File: src/rtl/indicator_pkg.sv
// Constants, phase codes and light modes for the charger status indicator.
// Assumes a 250 MHz mclk; all timing counts derive from it.
package indicator_pkg;
	localparam int unsigned CLK_HZ = 250_000_000;
	localparam int unsigned SLOW_FLASH_HZ = 1;
	localparam int unsigned FAST_FLASH_HZ = 10;
	localparam int unsigned SHORT_BEEP_MS = 100;
	localparam int unsigned LONG_BEEP_MS = 1000;
	// Half periods of the flash clocks, in mclk cycles
	localparam int unsigned SLOW_HALF_CYCLES = CLK_HZ / (2 * SLOW_FLASH_HZ);
	localparam int unsigned FAST_HALF_CYCLES = CLK_HZ / (2 * FAST_FLASH_HZ);
	localparam int unsigned SHORT_BEEP_CYCLES = (CLK_HZ / 1000) * SHORT_BEEP_MS;
	localparam int unsigned LONG_BEEP_CYCLES = (CLK_HZ / 1000) * LONG_BEEP_MS;
	// Last step of the double-flash frame: lit in steps 0 and 2, dark up to here
	localparam logic [2:0] DOUBLE_FRAME_LAST = 3'h7;

	typedef enum logic [3:0] {
		PH_NO_BATTERY = 4'h0,
		PH_DETECT = 4'h1,
		PH_SOFT_START = 4'h2,
		PH_CHARGING = 4'h3,
		PH_TOPPING = 4'h4,
		PH_MAINTENANCE = 4'h5,
		PH_DISCHARGE = 4'h6,
		PH_TEMP_ERROR = 4'h7,
		PH_ERROR = 4'h8
	} phase_t;

	typedef enum logic [2:0] {
		LM_OFF = 3'h0,
		LM_ON = 3'h1,
		LM_SLOW = 3'h2,
		LM_FAST = 3'h3,
		LM_DOUBLE = 3'h4
	} light_mode_t;

	typedef enum logic [1:0] {
		BEEP_NONE = 2'h0,
		BEEP_SHORT = 2'h1,
		BEEP_LONG = 2'h2
	} beep_t;
endpackage : indicator_pkg

File: src/rtl/beep_timer.sv
// One-shot beep timer: holds a plain level for a short or long duration.
// Assumes start is a one-cycle pulse; a new start restarts the timer.
`timescale 1ns/1ps
`default_nettype none
module beep_timer #(
	parameter int unsigned SHORT_CYCLES = indicator_pkg::SHORT_BEEP_CYCLES,
	parameter int unsigned LONG_CYCLES = indicator_pkg::LONG_BEEP_CYCLES
) (
	input wire logic mclk,
	input wire logic reset,
	input wire logic start,
	input wire logic long_sel,
	output logic active
);
	logic [27:0] count_q, count_d;
	logic active_q, active_d;

	always_comb begin
		count_d = count_q;
		active_d = active_q;
		if (start) begin
			count_d = long_sel ? 28'(LONG_CYCLES - 1) : 28'(SHORT_CYCLES - 1);
			active_d = 1'b1;
		end else if (active_q) begin
			if (count_q == 28'h0) begin
				active_d = 1'b0;
			end else begin
				count_d = count_q - 28'h1;
			end
		end
	end

	always_ff @(posedge mclk or posedge reset) begin
		if (reset) begin
			count_q <= 28'h0;
			active_q <= 1'b0;
		end else begin
			count_q <= count_d;
			active_q <= active_d;
		end
	end

	assign active = active_q;
endmodule : beep_timer
`default_nettype wire

File: src/rtl/charger_status_indicator.sv
// Status lights and buzzer level for a battery charge controller.
// Assumes phase and li_ion_mode come synchronous to mclk from the charge sequencer.
`timescale 1ns/1ps
`default_nettype none
module charger_status_indicator #(
	parameter int unsigned SLOW_HALF = indicator_pkg::SLOW_HALF_CYCLES,
	parameter int unsigned FAST_HALF = indicator_pkg::FAST_HALF_CYCLES,
	parameter int unsigned SHORT_BEEP = indicator_pkg::SHORT_BEEP_CYCLES,
	parameter int unsigned LONG_BEEP = indicator_pkg::LONG_BEEP_CYCLES
) (
	input wire logic mclk,
	input wire logic reset,
	input wire logic [3:0] phase,
	input wire logic li_ion_mode,
	output logic status_light_a,
	output logic status_light_b,
	output logic status_light_c,
	output logic buzzer
);
	// Flash timebase state
	logic [27:0] slow_cnt_q, slow_cnt_d;
	logic [27:0] fast_cnt_q, fast_cnt_d;
	logic slow_q, slow_d;
	logic fast_q, fast_d;
	logic [2:0] dbl_step_q, dbl_step_d;
	// Phase tracking and outputs
	logic [3:0] prev_phase_q, prev_phase_d;
	logic first_q, first_d;
	logic light_a_q, light_a_d;
	logic light_b_q, light_b_d;
	logic light_c_q, light_c_d;
	logic buzzer_q, buzzer_d;
	logic phase_change;
	logic beep_start;
	logic beep_long;
	logic beep_active;
	indicator_pkg::light_mode_t mode_a, mode_b, mode_c;
	indicator_pkg::beep_t beep_kind;

	// Pattern table per phase and chemistry
	always_comb begin
		mode_a = indicator_pkg::LM_OFF;
		mode_b = indicator_pkg::LM_OFF;
		mode_c = indicator_pkg::LM_OFF;
		beep_kind = indicator_pkg::BEEP_NONE;
		unique case (phase)
			indicator_pkg::PH_DETECT: begin
				mode_a = indicator_pkg::LM_FAST;
				beep_kind = indicator_pkg::BEEP_SHORT;
			end
			indicator_pkg::PH_SOFT_START: begin
				mode_a = indicator_pkg::LM_SLOW;
			end
			indicator_pkg::PH_CHARGING: begin
				mode_a = indicator_pkg::LM_ON;
				mode_b = indicator_pkg::LM_SLOW;
			end
			indicator_pkg::PH_TOPPING: begin
				mode_a = indicator_pkg::LM_ON;
				mode_b = indicator_pkg::LM_FAST;
			end
			indicator_pkg::PH_MAINTENANCE: begin
				mode_a = indicator_pkg::LM_ON;
				mode_c = indicator_pkg::LM_ON;
				beep_kind = indicator_pkg::BEEP_LONG;
			end
			indicator_pkg::PH_DISCHARGE: begin
				// Lithium has no discharge phase; lights stay off there
				if (!li_ion_mode) begin
					mode_b = indicator_pkg::LM_SLOW;
				end
			end
			indicator_pkg::PH_TEMP_ERROR: begin
				mode_a = indicator_pkg::LM_DOUBLE;
				mode_c = indicator_pkg::LM_ON;
				beep_kind = indicator_pkg::BEEP_SHORT;
			end
			indicator_pkg::PH_ERROR: begin
				mode_a = indicator_pkg::LM_FAST;
				mode_c = indicator_pkg::LM_FAST;
				beep_kind = indicator_pkg::BEEP_SHORT;
			end
			default: begin
				// No battery and unused codes: everything off
				mode_a = indicator_pkg::LM_OFF;
			end
		endcase
	end

	function automatic logic light_level(input indicator_pkg::light_mode_t m, input logic slow,
		input logic fast, input logic [2:0] step);
		logic v;
		v = 1'b0;
		unique case (m)
			indicator_pkg::LM_ON: v = 1'b1;
			indicator_pkg::LM_SLOW: v = slow;
			indicator_pkg::LM_FAST: v = fast;
			// Steps 0 and 2 lit, 1 and 3..7 dark
			indicator_pkg::LM_DOUBLE: v = (step == 3'h0) || (step == 3'h2);
			default: v = 1'b0;
		endcase
		return v;
	endfunction

	// First edge after reset counts as a phase entry
	assign phase_change = first_q || (phase != prev_phase_q);
	assign beep_start = phase_change && (beep_kind != indicator_pkg::BEEP_NONE);
	assign beep_long = (beep_kind == indicator_pkg::BEEP_LONG);

	// Flash timebases restart on each phase change
	always_comb begin
		slow_cnt_d = slow_cnt_q;
		fast_cnt_d = fast_cnt_q;
		slow_d = slow_q;
		fast_d = fast_q;
		dbl_step_d = dbl_step_q;
		if (phase_change) begin
			slow_cnt_d = 28'h0;
			fast_cnt_d = 28'h0;
			slow_d = 1'b1;
			fast_d = 1'b1;
			dbl_step_d = 3'h0;
		end else begin
			if (slow_cnt_q == 28'(SLOW_HALF - 1)) begin
				slow_cnt_d = 28'h0;
				slow_d = !slow_q;
			end else begin
				slow_cnt_d = slow_cnt_q + 28'h1;
			end
			if (fast_cnt_q == 28'(FAST_HALF - 1)) begin
				fast_cnt_d = 28'h0;
				fast_d = !fast_q;
				dbl_step_d = (dbl_step_q == indicator_pkg::DOUBLE_FRAME_LAST) ? 3'h0 :
					dbl_step_q + 3'h1;
			end else begin
				fast_cnt_d = fast_cnt_q + 28'h1;
			end
		end
	end

	// Output registers
	always_comb begin
		prev_phase_d = phase;
		first_d = 1'b0;
		light_a_d = light_level(mode_a, slow_d, fast_d, dbl_step_d);
		light_b_d = light_level(mode_b, slow_d, fast_d, dbl_step_d);
		light_c_d = light_level(mode_c, slow_d, fast_d, dbl_step_d);
		buzzer_d = beep_active;
	end

	// Timebase registers
	always_ff @(posedge mclk or posedge reset) begin
		if (reset) begin
			slow_cnt_q <= 28'h0;
			fast_cnt_q <= 28'h0;
			slow_q <= 1'b0;
			fast_q <= 1'b0;
			dbl_step_q <= 3'h0;
		end else begin
			slow_cnt_q <= slow_cnt_d;
			fast_cnt_q <= fast_cnt_d;
			slow_q <= slow_d;
			fast_q <= fast_d;
			dbl_step_q <= dbl_step_d;
		end
	end

	// Phase tracking and output registers
	always_ff @(posedge mclk or posedge reset) begin
		if (reset) begin
			prev_phase_q <= 4'h0;
			first_q <= 1'b1;
			light_a_q <= 1'b0;
			light_b_q <= 1'b0;
			light_c_q <= 1'b0;
			buzzer_q <= 1'b0;
		end else begin
			prev_phase_q <= prev_phase_d;
			first_q <= first_d;
			light_a_q <= light_a_d;
			light_b_q <= light_b_d;
			light_c_q <= light_c_d;
			buzzer_q <= buzzer_d;
		end
	end

	// A running beep finishes when the phase moves to a silent phase; entering a phase with its own beep restarts the timer
	beep_timer #(
		.SHORT_CYCLES(SHORT_BEEP),
		.LONG_CYCLES(LONG_BEEP)
	) u_beep (
		.mclk(mclk),
		.reset(reset),
		.start(beep_start),
		.long_sel(beep_long),
		.active(beep_active)
	);

	assign status_light_a = light_a_q;
	assign status_light_b = light_b_q;
	assign status_light_c = light_c_q;
	assign buzzer = buzzer_q;
endmodule : charger_status_indicator
`default_nettype wire

File: config.mk
export PLATFORM = sky130hd
export DESIGN_NAME = charger_status_indicator
export DESIGN_NICKNAME = d
export VERILOG_FILES = /design/src/rtl/indicator_pkg.sv /design/src/rtl/beep_timer.sv /design/src/rtl/charger_status_indicator.sv
export SDC_FILE = /design/constraint.sdc
export NUM_CORES = 1
export LEC_CHECK = 0
export ABC_AREA = 1
export BUFFER_PORTS_ARGS = -buffer_cell sky130_fd_sc_hd__buf_2
export CAP_MARGIN = 20
export CORE_AREA = 4 4 102 104
export CTS_BUF_LIST = sky130_fd_sc_hd__clkbuf_4 sky130_fd_sc_hd__clkbuf_8 sky130_fd_sc_hd__clkbuf_16
export DETAILED_ROUTE_END_ITERATION = 10
export DIE_AREA = 0 0 106 108
export PLACE_DENSITY = 0.79
export SLEW_MARGIN = 15
export SYNTH_ARGS = -nofsm -noshare
export SYNTH_HDL_FRONTEND = slang
export SYNTH_SLANG_ARGS = --single-unit
File: constraint.sdc
create_clock -name mclk -period 3.4 [get_ports mclk]
set_clock_uncertainty 0.2 [all_clocks]
set_input_delay 0.17 -clock mclk [delete_from_list [all_inputs] [get_ports mclk]]
set_output_delay 0.17 -clock mclk [all_outputs]
set_load 0.03 [all_outputs]
==> results.md, run 1 <==
- After floorplanning, the core was divided into 36 placement rows.
- At the pin with the least slew margin, the transition time is 786.4 ps.
- Global routing used approximately 32% of the available met1 tracks.
- The path type of the worst setup path is input pin to flip-flop.
- The finished cells cover between 6000 and 7000 sq um.
- In this run the biggest area consumer among cell types represents 41.76% of the synthesized area.
- The worst setup path is launched from an input pin.
- VDD sags by at most between 0.3 and 0.4 mV.
- In this design, the stage delay of the slowest critical-path cell is 530 ps.
- The initial utilization of the core area, before any placement, comes to 61.50%.
- The total of cells resized after clock tree synthesis is 0.
- The initial antenna violation count was 0.
- At the later pin of the worst-skew pair, clock insertion delay measures a little under 400 ps.
- For this run, global-route usage on met3 was measured as 5.493%.
- The final period demand of the worst path is between 2000 and 2500 ps.
- The area occupied by registers is 2479 sq um.
- Setup repair after global routing left no endpoint under its margin.
- The count of H-tree levels built during CTS is 3.
- The total chip power is 2.348 mW.
- In this run the worst setup path terminates at u_beep.count_q[18].
- TritonCTS created 9 clock buffers.
- The flow ran to the end, and the final reports show no timing, DRC or antenna violations.
- The via count of the first global-routing pass is 5063.
- In this run the post-CTS setup repair buffer count came out at 0.
- The top cell types in the final layout, fill and taps aside, are 180 x sky130_fd_sc_hd__nand2_1, 157 x sky130_fd_sc_hd__nor2_1, 98 x sky130_fd_sc_hd__dfrtp_1.
- The most critical setup path has its startpoint at phase[0].
- The worst flop-to-flop path endpoint is u_beep.count_q[18].
- The count of synthesis-stage warnings from yosys is 0.
- Summed over all layers, the routed wires come to between 10000 and 15000 microns.
- Data arrives at the worst endpoint at 2490 ps.
- The antenna diode instance count is 0.
- CTS placed an instance of sky130_fd_sc_hd__clkbuf_8 at the clock tree root.
- Counting cells, the worst reg-to-reg path comes to 10.
- The power density of the placed cells is 373.5 nW/um^2.
- The number of nets handed over by synthesis was 815.
- The total of buffers placed on input and output ports is 10.
- After the first detailed-routing iteration, the DRC count stood at 254.
- A synthesized cell averages 7.314 sq um.
- By area the synthesized netlist is led by sky130_fd_sc_hd__dfrtp_1 42%, sky130_fd_sc_hd__nand2_1 12%, sky130_fd_sc_hd__nor2_1 10%.
- Dividing the detail-routed wire length by the instance count gives ~13 microns.
- The nature of the critical path endpoint is a flip-flop.
- The number of hold violations in the final report is 0.
- The sink count of the clock tree is 99.
- The x dimension of the die is 106 microns.
- The library cell appearing most often on the critical path is sky130_fd_sc_hd__nand2_1.
- The fraction of layout cells with a size suffix above 1 is 7.143%.
- The overall routing resource usage is 24.48%.
- The cell with the largest stage delay on the worst path is sky130_fd_sc_hd__dlygate4sd3_1.
- The via count of the routed design is approximately 5200.
- Setup violations remaining at the end of the flow were counted as 0.
- The remaining antenna violation count after routing is 0.
- The routability congestion estimate is 0.9711.
- Summed over all failing endpoints, the final setup total negative slack is 0 ps.
- The layer flagged by global routing as most heavily used is met2.
- The share of the Yosys chip area taken by registers is roughly 42%.
- The cell area that synthesis handed to floorplanning was 5873 sq um.
- Entering global routing, the biggest net connects 90 pins.
- The die is roughly 110 microns tall.
- The highest net fanout along the worst path is 44.
- The buffer levels on the longest clock path is 2.
- The net count reported at finish is 833.
- The launching point of the worst reg2reg path is first_q.
- The setup slack on the worst flop-to-flop path is between 1000 and 1500 ps.
- The leakage power is 2.742 nW.
- The remaining global-route overflow is 0.
- In this run the tightest slew margin relative to its limit is 47.09%.
- The placeable core area is 9549 sq um.
- The first detailed-routing pass took 5 iterations.
- The core occupancy in the finished layout is between 60% and 70%.
- The hold buffer count at cts is 6.
- The placed instances occupy a cell area of about 6000 sq um.
- The wire length of the first global-routing pass is between 20000 and 25000 microns.
- The clock transition time at the flip-flop clock pins of the worst setup and hold paths is 100 ps.
- The fraction of the cycle the final worst path needs is 70.81%.
- The count of final max-slew check failures was 0.
- The met2 usage in global routing is 40.62%.
- The placed wire-length estimate after detailed placement is approximately 9300 microns.
- The number of top-level pins is 11.
- The commonest non-fill, non-tap cell in the layout is sky130_fd_sc_hd__nand2_1.
- The tightest min-delay check is of the flip-flop to flip-flop type.
- The highest clock rate is 415.3 MHz.
- The post-synthesis cell type count is 37.
- TritonCTS built the clock tree.
- The die covers 11450 sq um.
- The final routed DRC violation total is 0.
- The biggest area contributor in the post-synthesis netlist is sky130_fd_sc_hd__dfrtp_1.
- The multi-input gate area in the final layout is slightly below 3000 sq um.
- Max-cap violations in this run came to 0.
- The register bit count reported by yosys is approximately 100.
- The post-synthesis instance total is 803.
- After detailed routing, the number of vias per cell comes to 5.406.
- The number of fillers in the final layout is 853.
- The critical path goes through dlygate4sd3_1 -> buf_2 -> inv_2 -> o21ai_1 -> nor2_2 -> nand3_4 -> buf_4 -> nand2_8 -> nand2_4 -> nand3_1 -> nand2_1 -> nand2_1.
- The critical path required time is between 3000 and 4000 ps.
- The growth of design area from synthesis to finish is 7.030%.
==> worst max-delay path, delay by kind of cell <==
kind            cells  cell delay (ps)
buf+inv             4             1200
simple gates        7              970
compound gates      1              140
==> logic make-up (layout without fill, tap and decap cells) <==
family                   Yosys count  in the layout  share of synthesized area [%]
flip-flops                        99             99                          42.20
XOR/XNOR                          42             42                          6.263
AND/OR/NAND/NOR                  501            501                          38.24
AO/OA/AOI/OAI                     54             54                          4.921
adder cells (fa/ha/maj)            5              5                          1.065
buffers and inverters            101            124                          7.243
other                              1              1                        0.06385
==> final cells by class <==
cell class	instances	share of cell area, %
multi-input combinational	603	47.23
tap	133	2.647
inverter	90	5.454
clock inverter	6	1.154
clock buffer	10	2.090
timing repair buffer	18	1.990
sequential	99	39.43
==> cell usage after synthesis (all sizes together) <==
| cell type | number |
|---|---|
| a21boi | 1 |
| a21o | 1 |
| a21oi | 17 |
| and2 | 1 |
| buf | 8 |
| clkbuf | 3 |
| conb | 1 |
| dfrtp | 98 |
| dfstp | 1 |
| ha | 5 |
| inv | 90 |
| nand2 | 186 |
| nand3 | 75 |
| nand3b | 3 |
| nand4 | 19 |
| nor2 | 167 |
| nor3 | 37 |
| nor3b | 6 |
| nor4 | 6 |
| o211ai | 1 |
| o21ai | 34 |
| or2 | 1 |
| xnor2 | 15 |
| xor2 | 27 |
==> registers in the layout, indices dropped and copies added, names as in the netlist <==
signal,flops
u_beep.active,1
dbl_step_q,3
buzzer,1
u_beep.count_q,28
fast_cnt_q,28
prev_phase_q,4
status_light_a,1
slow_q,1
slow_cnt_q,28
fast_q,1
status_light_b,1
first_q,1
status_light_c,1
==> per-layer routing <==
| metal | wire (microns) | vias up | part of all wire, % |
|---|---|---|---|
| li1 | - | 2596 | - |
| met1 | 5915 | 2442 | 46 |
| met2 | 6171 | 129 | 48 |
| met3 | 573 | 17 | 4.5 |
| met4 | 196 | 0 | 1.5 |
| met5 | 0 | - | 0 |
==> per-stage QoR <==
| step | hold slack, ps | instances | worst slack, ps |
|---|---|---|---|
| 6_report | 248.5 | 959 | 992.3 |
| 5_1_grt | 275.8 | 959 | 827.0 |
| 4_1_cts | 248.9 | 959 | 1042 |
| 3_5_place_dp | 134.7 | 937 | 1070 |
| 3_3_place_gp | 135.9 | 937 | 1108 |
| 2_1_floorplan | 1.430 | 803 | 441.2 |
==> how the worst min path moves through the flow <==
stage,cells after the start,endpoint,slack (ps),startpoint
final,0,buzzer,250,u_beep.active
after global routing,0,buzzer,280,u_beep.active
after CTS,2,prev_phase_q[2],250,phase[2]
after detailed placement,1,prev_phase_q[2],130,phase[2]
after global placement,1,prev_phase_q[2],140,phase[2]
after floorplan,0,prev_phase_q[0],1,phase[0]
==> where the power goes <==
group          leakage (nW)  switching [mW]  internal (mW)
sequential             1.27          0.0617           1.23
combinational          1.36           0.175         0.0883
clock                 0.107           0.430          0.359
(Power assumes the default switching activity.)
==> inputs of run 2 (changes only) <==
CORE_AREA = 4 4 107 109   (was 4 4 102 104)
DIE_AREA = 0 0 111 113   (was 0 0 106 108)
PLACE_DENSITY = 0.75   (was 0.79)
clock period = 2.1 ns   (was 3.4 ns; I/O delays follow)
==> run 2 against run 1 <==
Non-clock buffer count grew 20. Design area grew 3.6%. Core utilization shrank 4.4 points. Critical endpoint is now u_beep.count_q[19]. Combinational power grew 77%. Critical path depth shrank 1. Largest power group unchanged. Highest routed layer unchanged.
==> results.md, run 2 (synthesis results as in run 1) <==
- The number of hold violations in the final report is 0.
- For this design the static power due to leakage is about 2.8 nW.
- Hold timing on the final database bottoms out at a slack of 45.27 ps.
- Of all nets on the critical path, the largest fanout is 14.
- The clock insertion delay at the later pin of the skew report is 380 ps.
- The via count of the first global-routing pass is 5147.
- In this run the cell area measured after placement is ~6200 sq um.
- The count of H-tree levels built during CTS is 3.
- The post-route non-filler standard cell count is 987.
- The number of max-cap violations is 0.
- The layer carrying the most global-route usage is met2.
- The number of antenna diodes in the final layout is 0.
- The transition time at the pin with the least slew margin is 491.5 ps.
- The initial antenna violation count is 0.
- The wire length of the first global-routing pass is between 20000 and 25000 microns.
- In this run the worst setup path begins at phase[1].
- Setup violations remaining at the end of the flow were counted as 0.
- Global routing consumed, on the met2 layer, 37.82% of the routing resources.
- The flow ran to the end, and the final reports show no timing, DRC or antenna violations.
- The most critical setup path has its endpoint at u_beep.count_q[19].
- The final design area excluding fillers is 6515 sq um.
- The met3 routing resource usage after global routing is 4.064%.
- The via count of the routed design is 5276.
- Setup slack on the worst reg-to-reg path comes out at 110 ps.
- In this run, placement finished with an instance count of roughly 960.
- The CTS tree is done.
- The maximum vdd drop is 0.3891 mV.
- In this run the tool buffered the top-level ports with 10 buffer cells.
- The placeable core area is 10600 sq um.
- For this run, the post-layout net count is 854.
- The area enclosed by the die boundary is 12540 sq um.
- The largest registers in the layout are fast_cnt_q (28), slow_cnt_q (28), u_beep.count_q (28).
- The path class of the tightest hold or removal check is input pin to async pin.
- Summed over all layers, the routed wires come to 13560 microns.
- The design draws 3.715 mW.
- Clock tree synthesis inserted a total of 9 buffers.
- The HPWL after detailed placement is 9873 microns.
- The met1 usage in global routing is 29.61%.
- The path type of the worst setup path is input pin to flip-flop.
- The maximum number of pins on one net before global-route repair is 62.
- For this run the aggregate overflow at the end of global routing stands at 0.
- For this configuration, the core starts out at a cell density of 55.39%.
- The fraction of the cycle the final worst path needs is 94.91%.
- The final routed DRC violation total is 0.
- The commonest non-fill, non-tap cell in the layout is sky130_fd_sc_hd__nand2_1.
- The via-per-instance ratio is 5.345.
- In this run, the number of DRC markers left after iteration 0 of detailed routing was 411.
- For the worst setup path, the data arrival time is 2100 ps.
- The startpoint identified for the worst register-to-register timing path is u_beep.count_q[0].
- At the worst endpoint, the required time is around 2200 ps.
- Based on the critical path, the design can be clocked at up to 501.7 MHz.
- The x dimension of the die is 111 microns.
- The number of top-level pins is 11.
- In the final routed layout, each cell accounts on average for 13.73 microns.
- In this run the deepest clock path goes through 2 buffers.
- The count of final max-slew check failures is 0.
- The startpoint type of the worst setup path is an input pin.
- In the layout the commonest cells are 178 x sky130_fd_sc_hd__nand2_1, 153 x sky130_fd_sc_hd__nor2_1, 98 x sky130_fd_sc_hd__dfrtp_1.
- Measured in cells, the most critical reg-to-reg path has a length of 11.
- The worst flop-to-flop path endpoint is u_beep.count_q[21].
- The worst setup path is captured at a flip-flop.
- The sink count of the clock tree is just under 100.
- For this run, the total global-route usage over all layers was measured as a little under a quarter.
- The routability congestion estimate is 0.9246.
- For this design the ratio of total power to cell area is approximately 570 nW/um^2.
- The clock root buffer is sky130_fd_sc_hd__clkbuf_8.
- After layout, the minimum clock period comes to about 2000 ps.
- Summed over all failing endpoints, the final setup total negative slack is 0 ps.
- The total number of placement rows is 38.
- The clock transition time at the flip-flop clock pins of the worst setup and hold paths is 100 ps.
- The first-pass detailed-route iteration total is 5.
- The relative slew slack is 66.93%.
- The remaining antenna violation count after routing is 0.
- The die is 113 microns tall.
- The post-route netlist has around 11% of its cells at a drive strength greater than 1.
- Compared with the post-synthesis result, the final layout area differs by 10.93%.
[run 2: cell types whose count changed in the layout (fill, tap and decap cells not counted), moves of 2 or more]
cell,change
sky130_fd_sc_hd__nor2_1,-4
sky130_fd_sc_hd__buf_12,+2
sky130_fd_sc_hd__inv_6,-2
sky130_fd_sc_hd__nand2_1,-2
sky130_fd_sc_hd__inv_1,-3
sky130_fd_sc_hd__clkinvlp_4,+4
sky130_fd_sc_hd__nand2_2,+2
sky130_fd_sc_hd__buf_4,+18
sky130_fd_sc_hd__nor2_2,+4
[run 2: how the worst min path moves through the flow]
stage | start | endpoint | slack [ps] | cells past startpoint
floorplan | phase[0] | prev_phase_q[0] | -60 | 0
global placement | reset | slow_cnt_q[24] | -80 | 2
detailed placement | reset | slow_cnt_q[24] | -90 | 2
CTS | reset | slow_cnt_q[20] | 40 | 3
global route | reset | slow_cnt_q[20] | 60 | 3
finish | reset | slow_cnt_q[20] | 50 | 3
[run 2: per-layer routing]
layer | vias up | wire, microns
li1 | 2645 | -
met1 | 2473 | 6023
met2 | 130 | 6678
met3 | 28 | 535
met4 | 0 | 318
met5 | - | 0
[run 2: report_power, final]
| part | total (mW) | internal (mW) | switching (mW) |
|---|---|---|---|
| registers | 2.09 | 2.00 | 0.0968 |
| logic | 0.466 | 0.169 | 0.297 |
| clock network | 1.15 | 0.465 | 0.690 |
[run 2: stage by stage]
stage               util, %  worst slack (ps)
floorplan                 -             277.6
global placement      58.17             104.4
detailed placement    58.17             12.27
CTS                   60.49             20.20
global route          61.45            -16.52
finish                61.45             106.9
[run 2: area by class of cell]
cell class / instances / area, sq um
well taps: 140 / 175.2
fillers: 980 / 4088
flip-flops and latches: 99 / 2479
clock inverters: 5 / 38.79
repair buffers: 38 / 300.3
multi-input cells: 604 / 3034
inverters: 90 / 349.1
clock buffers: 11 / 138.9
[run 2: timing repair]
action,4_1_cts,5_1_grt
endpoints found under the hold margin,104,0
hold buffers,6,0
endpoints found under the setup margin,2,46
gates resized for setup,1,15
buffers inserted,0,5
gates cloned,0,1
pin swaps,0,4
[run 2: worst max-delay path, stage by stage]
cell,delay (ps)
sky130_fd_sc_hd__dlygate4sd3_1,550
sky130_fd_sc_hd__buf_2,170
sky130_fd_sc_hd__nor2_1,210
sky130_fd_sc_hd__nand3_1,210
sky130_fd_sc_hd__nand3_4,170
sky130_fd_sc_hd__nand2_8,130
sky130_fd_sc_hd__inv_2,150
sky130_fd_sc_hd__nand2_2,150
sky130_fd_sc_hd__nand2_1,110
sky130_fd_sc_hd__nand2_1,60
sky130_fd_sc_hd__o21ai_1,70
==> inputs of run 3 (changes only) <==
HOLD_SLACK_MARGIN = 0.15   (was default)
==> run 3 against run 2 <==
Hold slack better by 180 ps. Critical endpoint unchanged. Largest cell class unchanged. Highest routed layer unchanged. Sequential cell count unchanged. Sequential share of layout area down 0.058 points. Largest power group unchanged. Die area unchanged. Combinational power about the same. Non-clock buffer count up 1. Wire length up 0.10%.
==> results.md, run 3 (synthesis results as in run 1) <==
- The run finished with clean final reports.
- Clock-pin slew was measured on the worst setup and hold paths at 100 ps.
- Power comes to between 3 and 4 mW.
- Buffers inserted during clock tree synthesis total 9.
- The first TritonRoute pass finished after 5 iterations.
- The total number of placement rows is 38.
- Per report_power, the clock group accounts for 31.0% of the total.
- After filler insertion, the fill cell instance count of the layout stands at 980.
- The net count reported at finish is 855.
- The critical path required time is between 2000 and 2500 ps.
- Global routing used 22.61% of the available tracks across all layers.
- The via-per-instance ratio is 5.358.
- The number of max-cap violations is 0.
- The via count of the first global-routing pass is 5160.
- In this run the worst hold path is classified as input pin to flip-flop.
- The clock insertion delay at the later pin of the skew report is about 380 ps.
- The final routed wire length divided by cell count is ~14 microns.
- The switching power summed over all nets is 1.084 mW.
- For this block, the initial DRC count from the detailed router was 416.
- The H-tree was split into 3 levels.
- The nature of the critical path endpoint is a flip-flop.
- TritonCTS built the clock tree.
- The path type of the worst setup path is input pin to flip-flop.
- The sequential cells in the finished layout cover a total of about 2500 sq um.
- Routability-driven placement finished with a final weighted congestion of between 0.9 and 1.
- Across the VDD grid, the largest voltage drop is 0.3897 mV.
- Counting along the longest clock path gives a buffer depth of 2.
- The sink count of the clock tree is 99.
- Cell internal power was estimated by the tool at 2.632 mW.
- The placed wire-length estimate after detailed placement is 9873 microns.
- The highest clock rate is ~500 MHz.
- At the worst endpoint, the arrival time is about 2100 ps.
- The count of buffers added on input and output ports is 10.
- The x dimension of the die is 111 microns.
- Once routing completed, OpenROAD measured the worst setup slack at approximately 100 ps.
- The maximum number of pins on one net before global-route repair is just over 60.
- The transition time at the pin with the least slew margin is around 490 ps.
- The sequential power share is approximately 56%.
- The die covers 12540 sq um.
- Adding up every negative setup slack in the final design gives 0 ps.
- The worst slack at placement is 12.27 ps.
- For the finished layout, the period the worst path requires is 1996 ps.
- For this design the static power due to leakage is roughly 2.8 nW.
- In the layout the commonest cells are 178 x sky130_fd_sc_hd__nand2_1, 153 x sky130_fd_sc_hd__nor2_1, 98 x sky130_fd_sc_hd__dfrtp_1.
- The fraction of layout cells with a size suffix above 1 is roughly 11%.
- The number of hold violations in the final report is 0.
- In the routed design, unresolved DRC markers number 0.
- Along the worst path, the maximum fanout reaches 14.
- In this run the cell area measured after placement is 6167 sq um.
- The power density of the placed cells is 569.5 nW/um^2.
- The number of top-level pins is 11.
- The setup slack on the worst flop-to-flop path is 110 ps.
- The count of final max-slew check failures is 0.
- The repair_antennas step left the layout with diodes totalling 0.
- The die is approximately 110 microns tall.
- Setup violations remaining at the end of the flow were counted as 0.
- The region available for standard cell placement spans 10600 sq um.
- The initial antenna violation count is 0.
- The switching part of the total is 29.16%.
- Once the floorplan was initialized, standard cells occupied 55.39% of the core.
- Wires add up to 13570 microns.
- The part of the total power dissipated in combinational logic is 12.6%.
- The multi-input gate area in the final layout is 3034 sq um.
- The root buffer cell chosen for the clock tree is sky130_fd_sc_hd__clkbuf_8.
- The fraction of the cycle the final worst path needs is between 90% and 100%.
- The largest registers in the layout are fast_cnt_q (28), slow_cnt_q (28), u_beep.count_q (28).
- The growth of design area from synthesis to finish is 11.10%.
- The final design area excluding fillers is 6525 sq um.
- Leaving out fill and tap cells, the most frequent cell in the layout is sky130_fd_sc_hd__nand2_1.
- The remaining global-route overflow is 0.
- The startpoint type of the worst setup path is an input pin.
- The via count of the routed design is 5294.
- The first global-routing pass estimated 23450 microns of wire.
- In this run the remaining antenna-violating nets after routing total 0.
- The relative slew slack is 66.93%.
-- run 3: critical path, cell delays in order --
cell and delay (ps):
sky130_fd_sc_hd__dlygate4sd3_1 550, sky130_fd_sc_hd__buf_2 180, sky130_fd_sc_hd__nor2_1 210, sky130_fd_sc_hd__nand3_1 210
sky130_fd_sc_hd__nand3_4 170, sky130_fd_sc_hd__nand2_8 130, sky130_fd_sc_hd__inv_2 150, sky130_fd_sc_hd__nand2_2 150
sky130_fd_sc_hd__nand2_1 110, sky130_fd_sc_hd__nand2_1 50, sky130_fd_sc_hd__o21ai_1 70
-- run 3: area by class of cell --
type,count,share of cell area [%]
Sequential cell,99,37.99
Clock buffer,11,2.128
Multi-Input combinational cell,604,46.50
Clock inverter,5,0.5944
Tap cell,140,2.685
Inverter,90,5.350
Timing Repair Buffer,39,4.756
-- run 3: power by group through the flow --
stage | clock network, mW | logic, mW | registers (mW)
after floorplan | 0 | 0.320 | 2.11
after global placement | 0 | 0.418 | 2.12
after detailed placement | 0 | 0.435 | 2.12
after CTS | 1.20 | 0.447 | 2.09
after global routing | 1.29 | 0.539 | 2.11
final | 1.15 | 0.468 | 2.10
-- run 3: repair_timing --
action | CTS | global route
hold buffers | 7 | 0
setup endpoints to repair | 2 | 46
hold endpoints to repair | 107 | 0
setup buffers | 0 | 5
cloned | 0 | 1
resized for setup | 1 | 15
pin swaps | 0 | 4
-- run 3: final timing paths --
| check | start | end | depth (start not counted) |
|---|---|---|---|
| worst min-delay path | phase[2] | prev_phase_q[2] | 2 |
| max in group asynchronous | reset | first_q | 5 |
| worst min register to register | u_beep.active | buzzer | 0 |
| worst max register to register | u_beep.count_q[0] | u_beep.count_q[21] | 11 |
| worst max-delay path | phase[1] | u_beep.count_q[19] | 11 |
| min in group asynchronous | reset | slow_cnt_q[20] | 4 |
-- run 3: per-stage QoR --
| stage | instances | hold WS [ps] | utilization (%) |
|---|---|---|---|
| 2_1_floorplan | 803 | -63.57 | - |
| 3_3_place_gp | 959 | -83.78 | 58.17 |
| 3_5_place_dp | 959 | -85.11 | 58.17 |
| 4_1_cts | 982 | 211.2 | 60.59 |
| 5_1_grt | 988 | 230.2 | 61.54 |
| 6_report | 988 | 226.6 | 61.54 |
-- run 3: routing by layer --
metal  track usage [%]  share of wire, %  wire length (microns)  up-vias
li1                  -                 -                      -     2646
met1             29.65                44                   5997     2485
met2             37.90                49                   6706      131
met3             4.064               4.0                    549       32
met4             8.128               2.3                    316        0
met5                 0                 0                      0        -
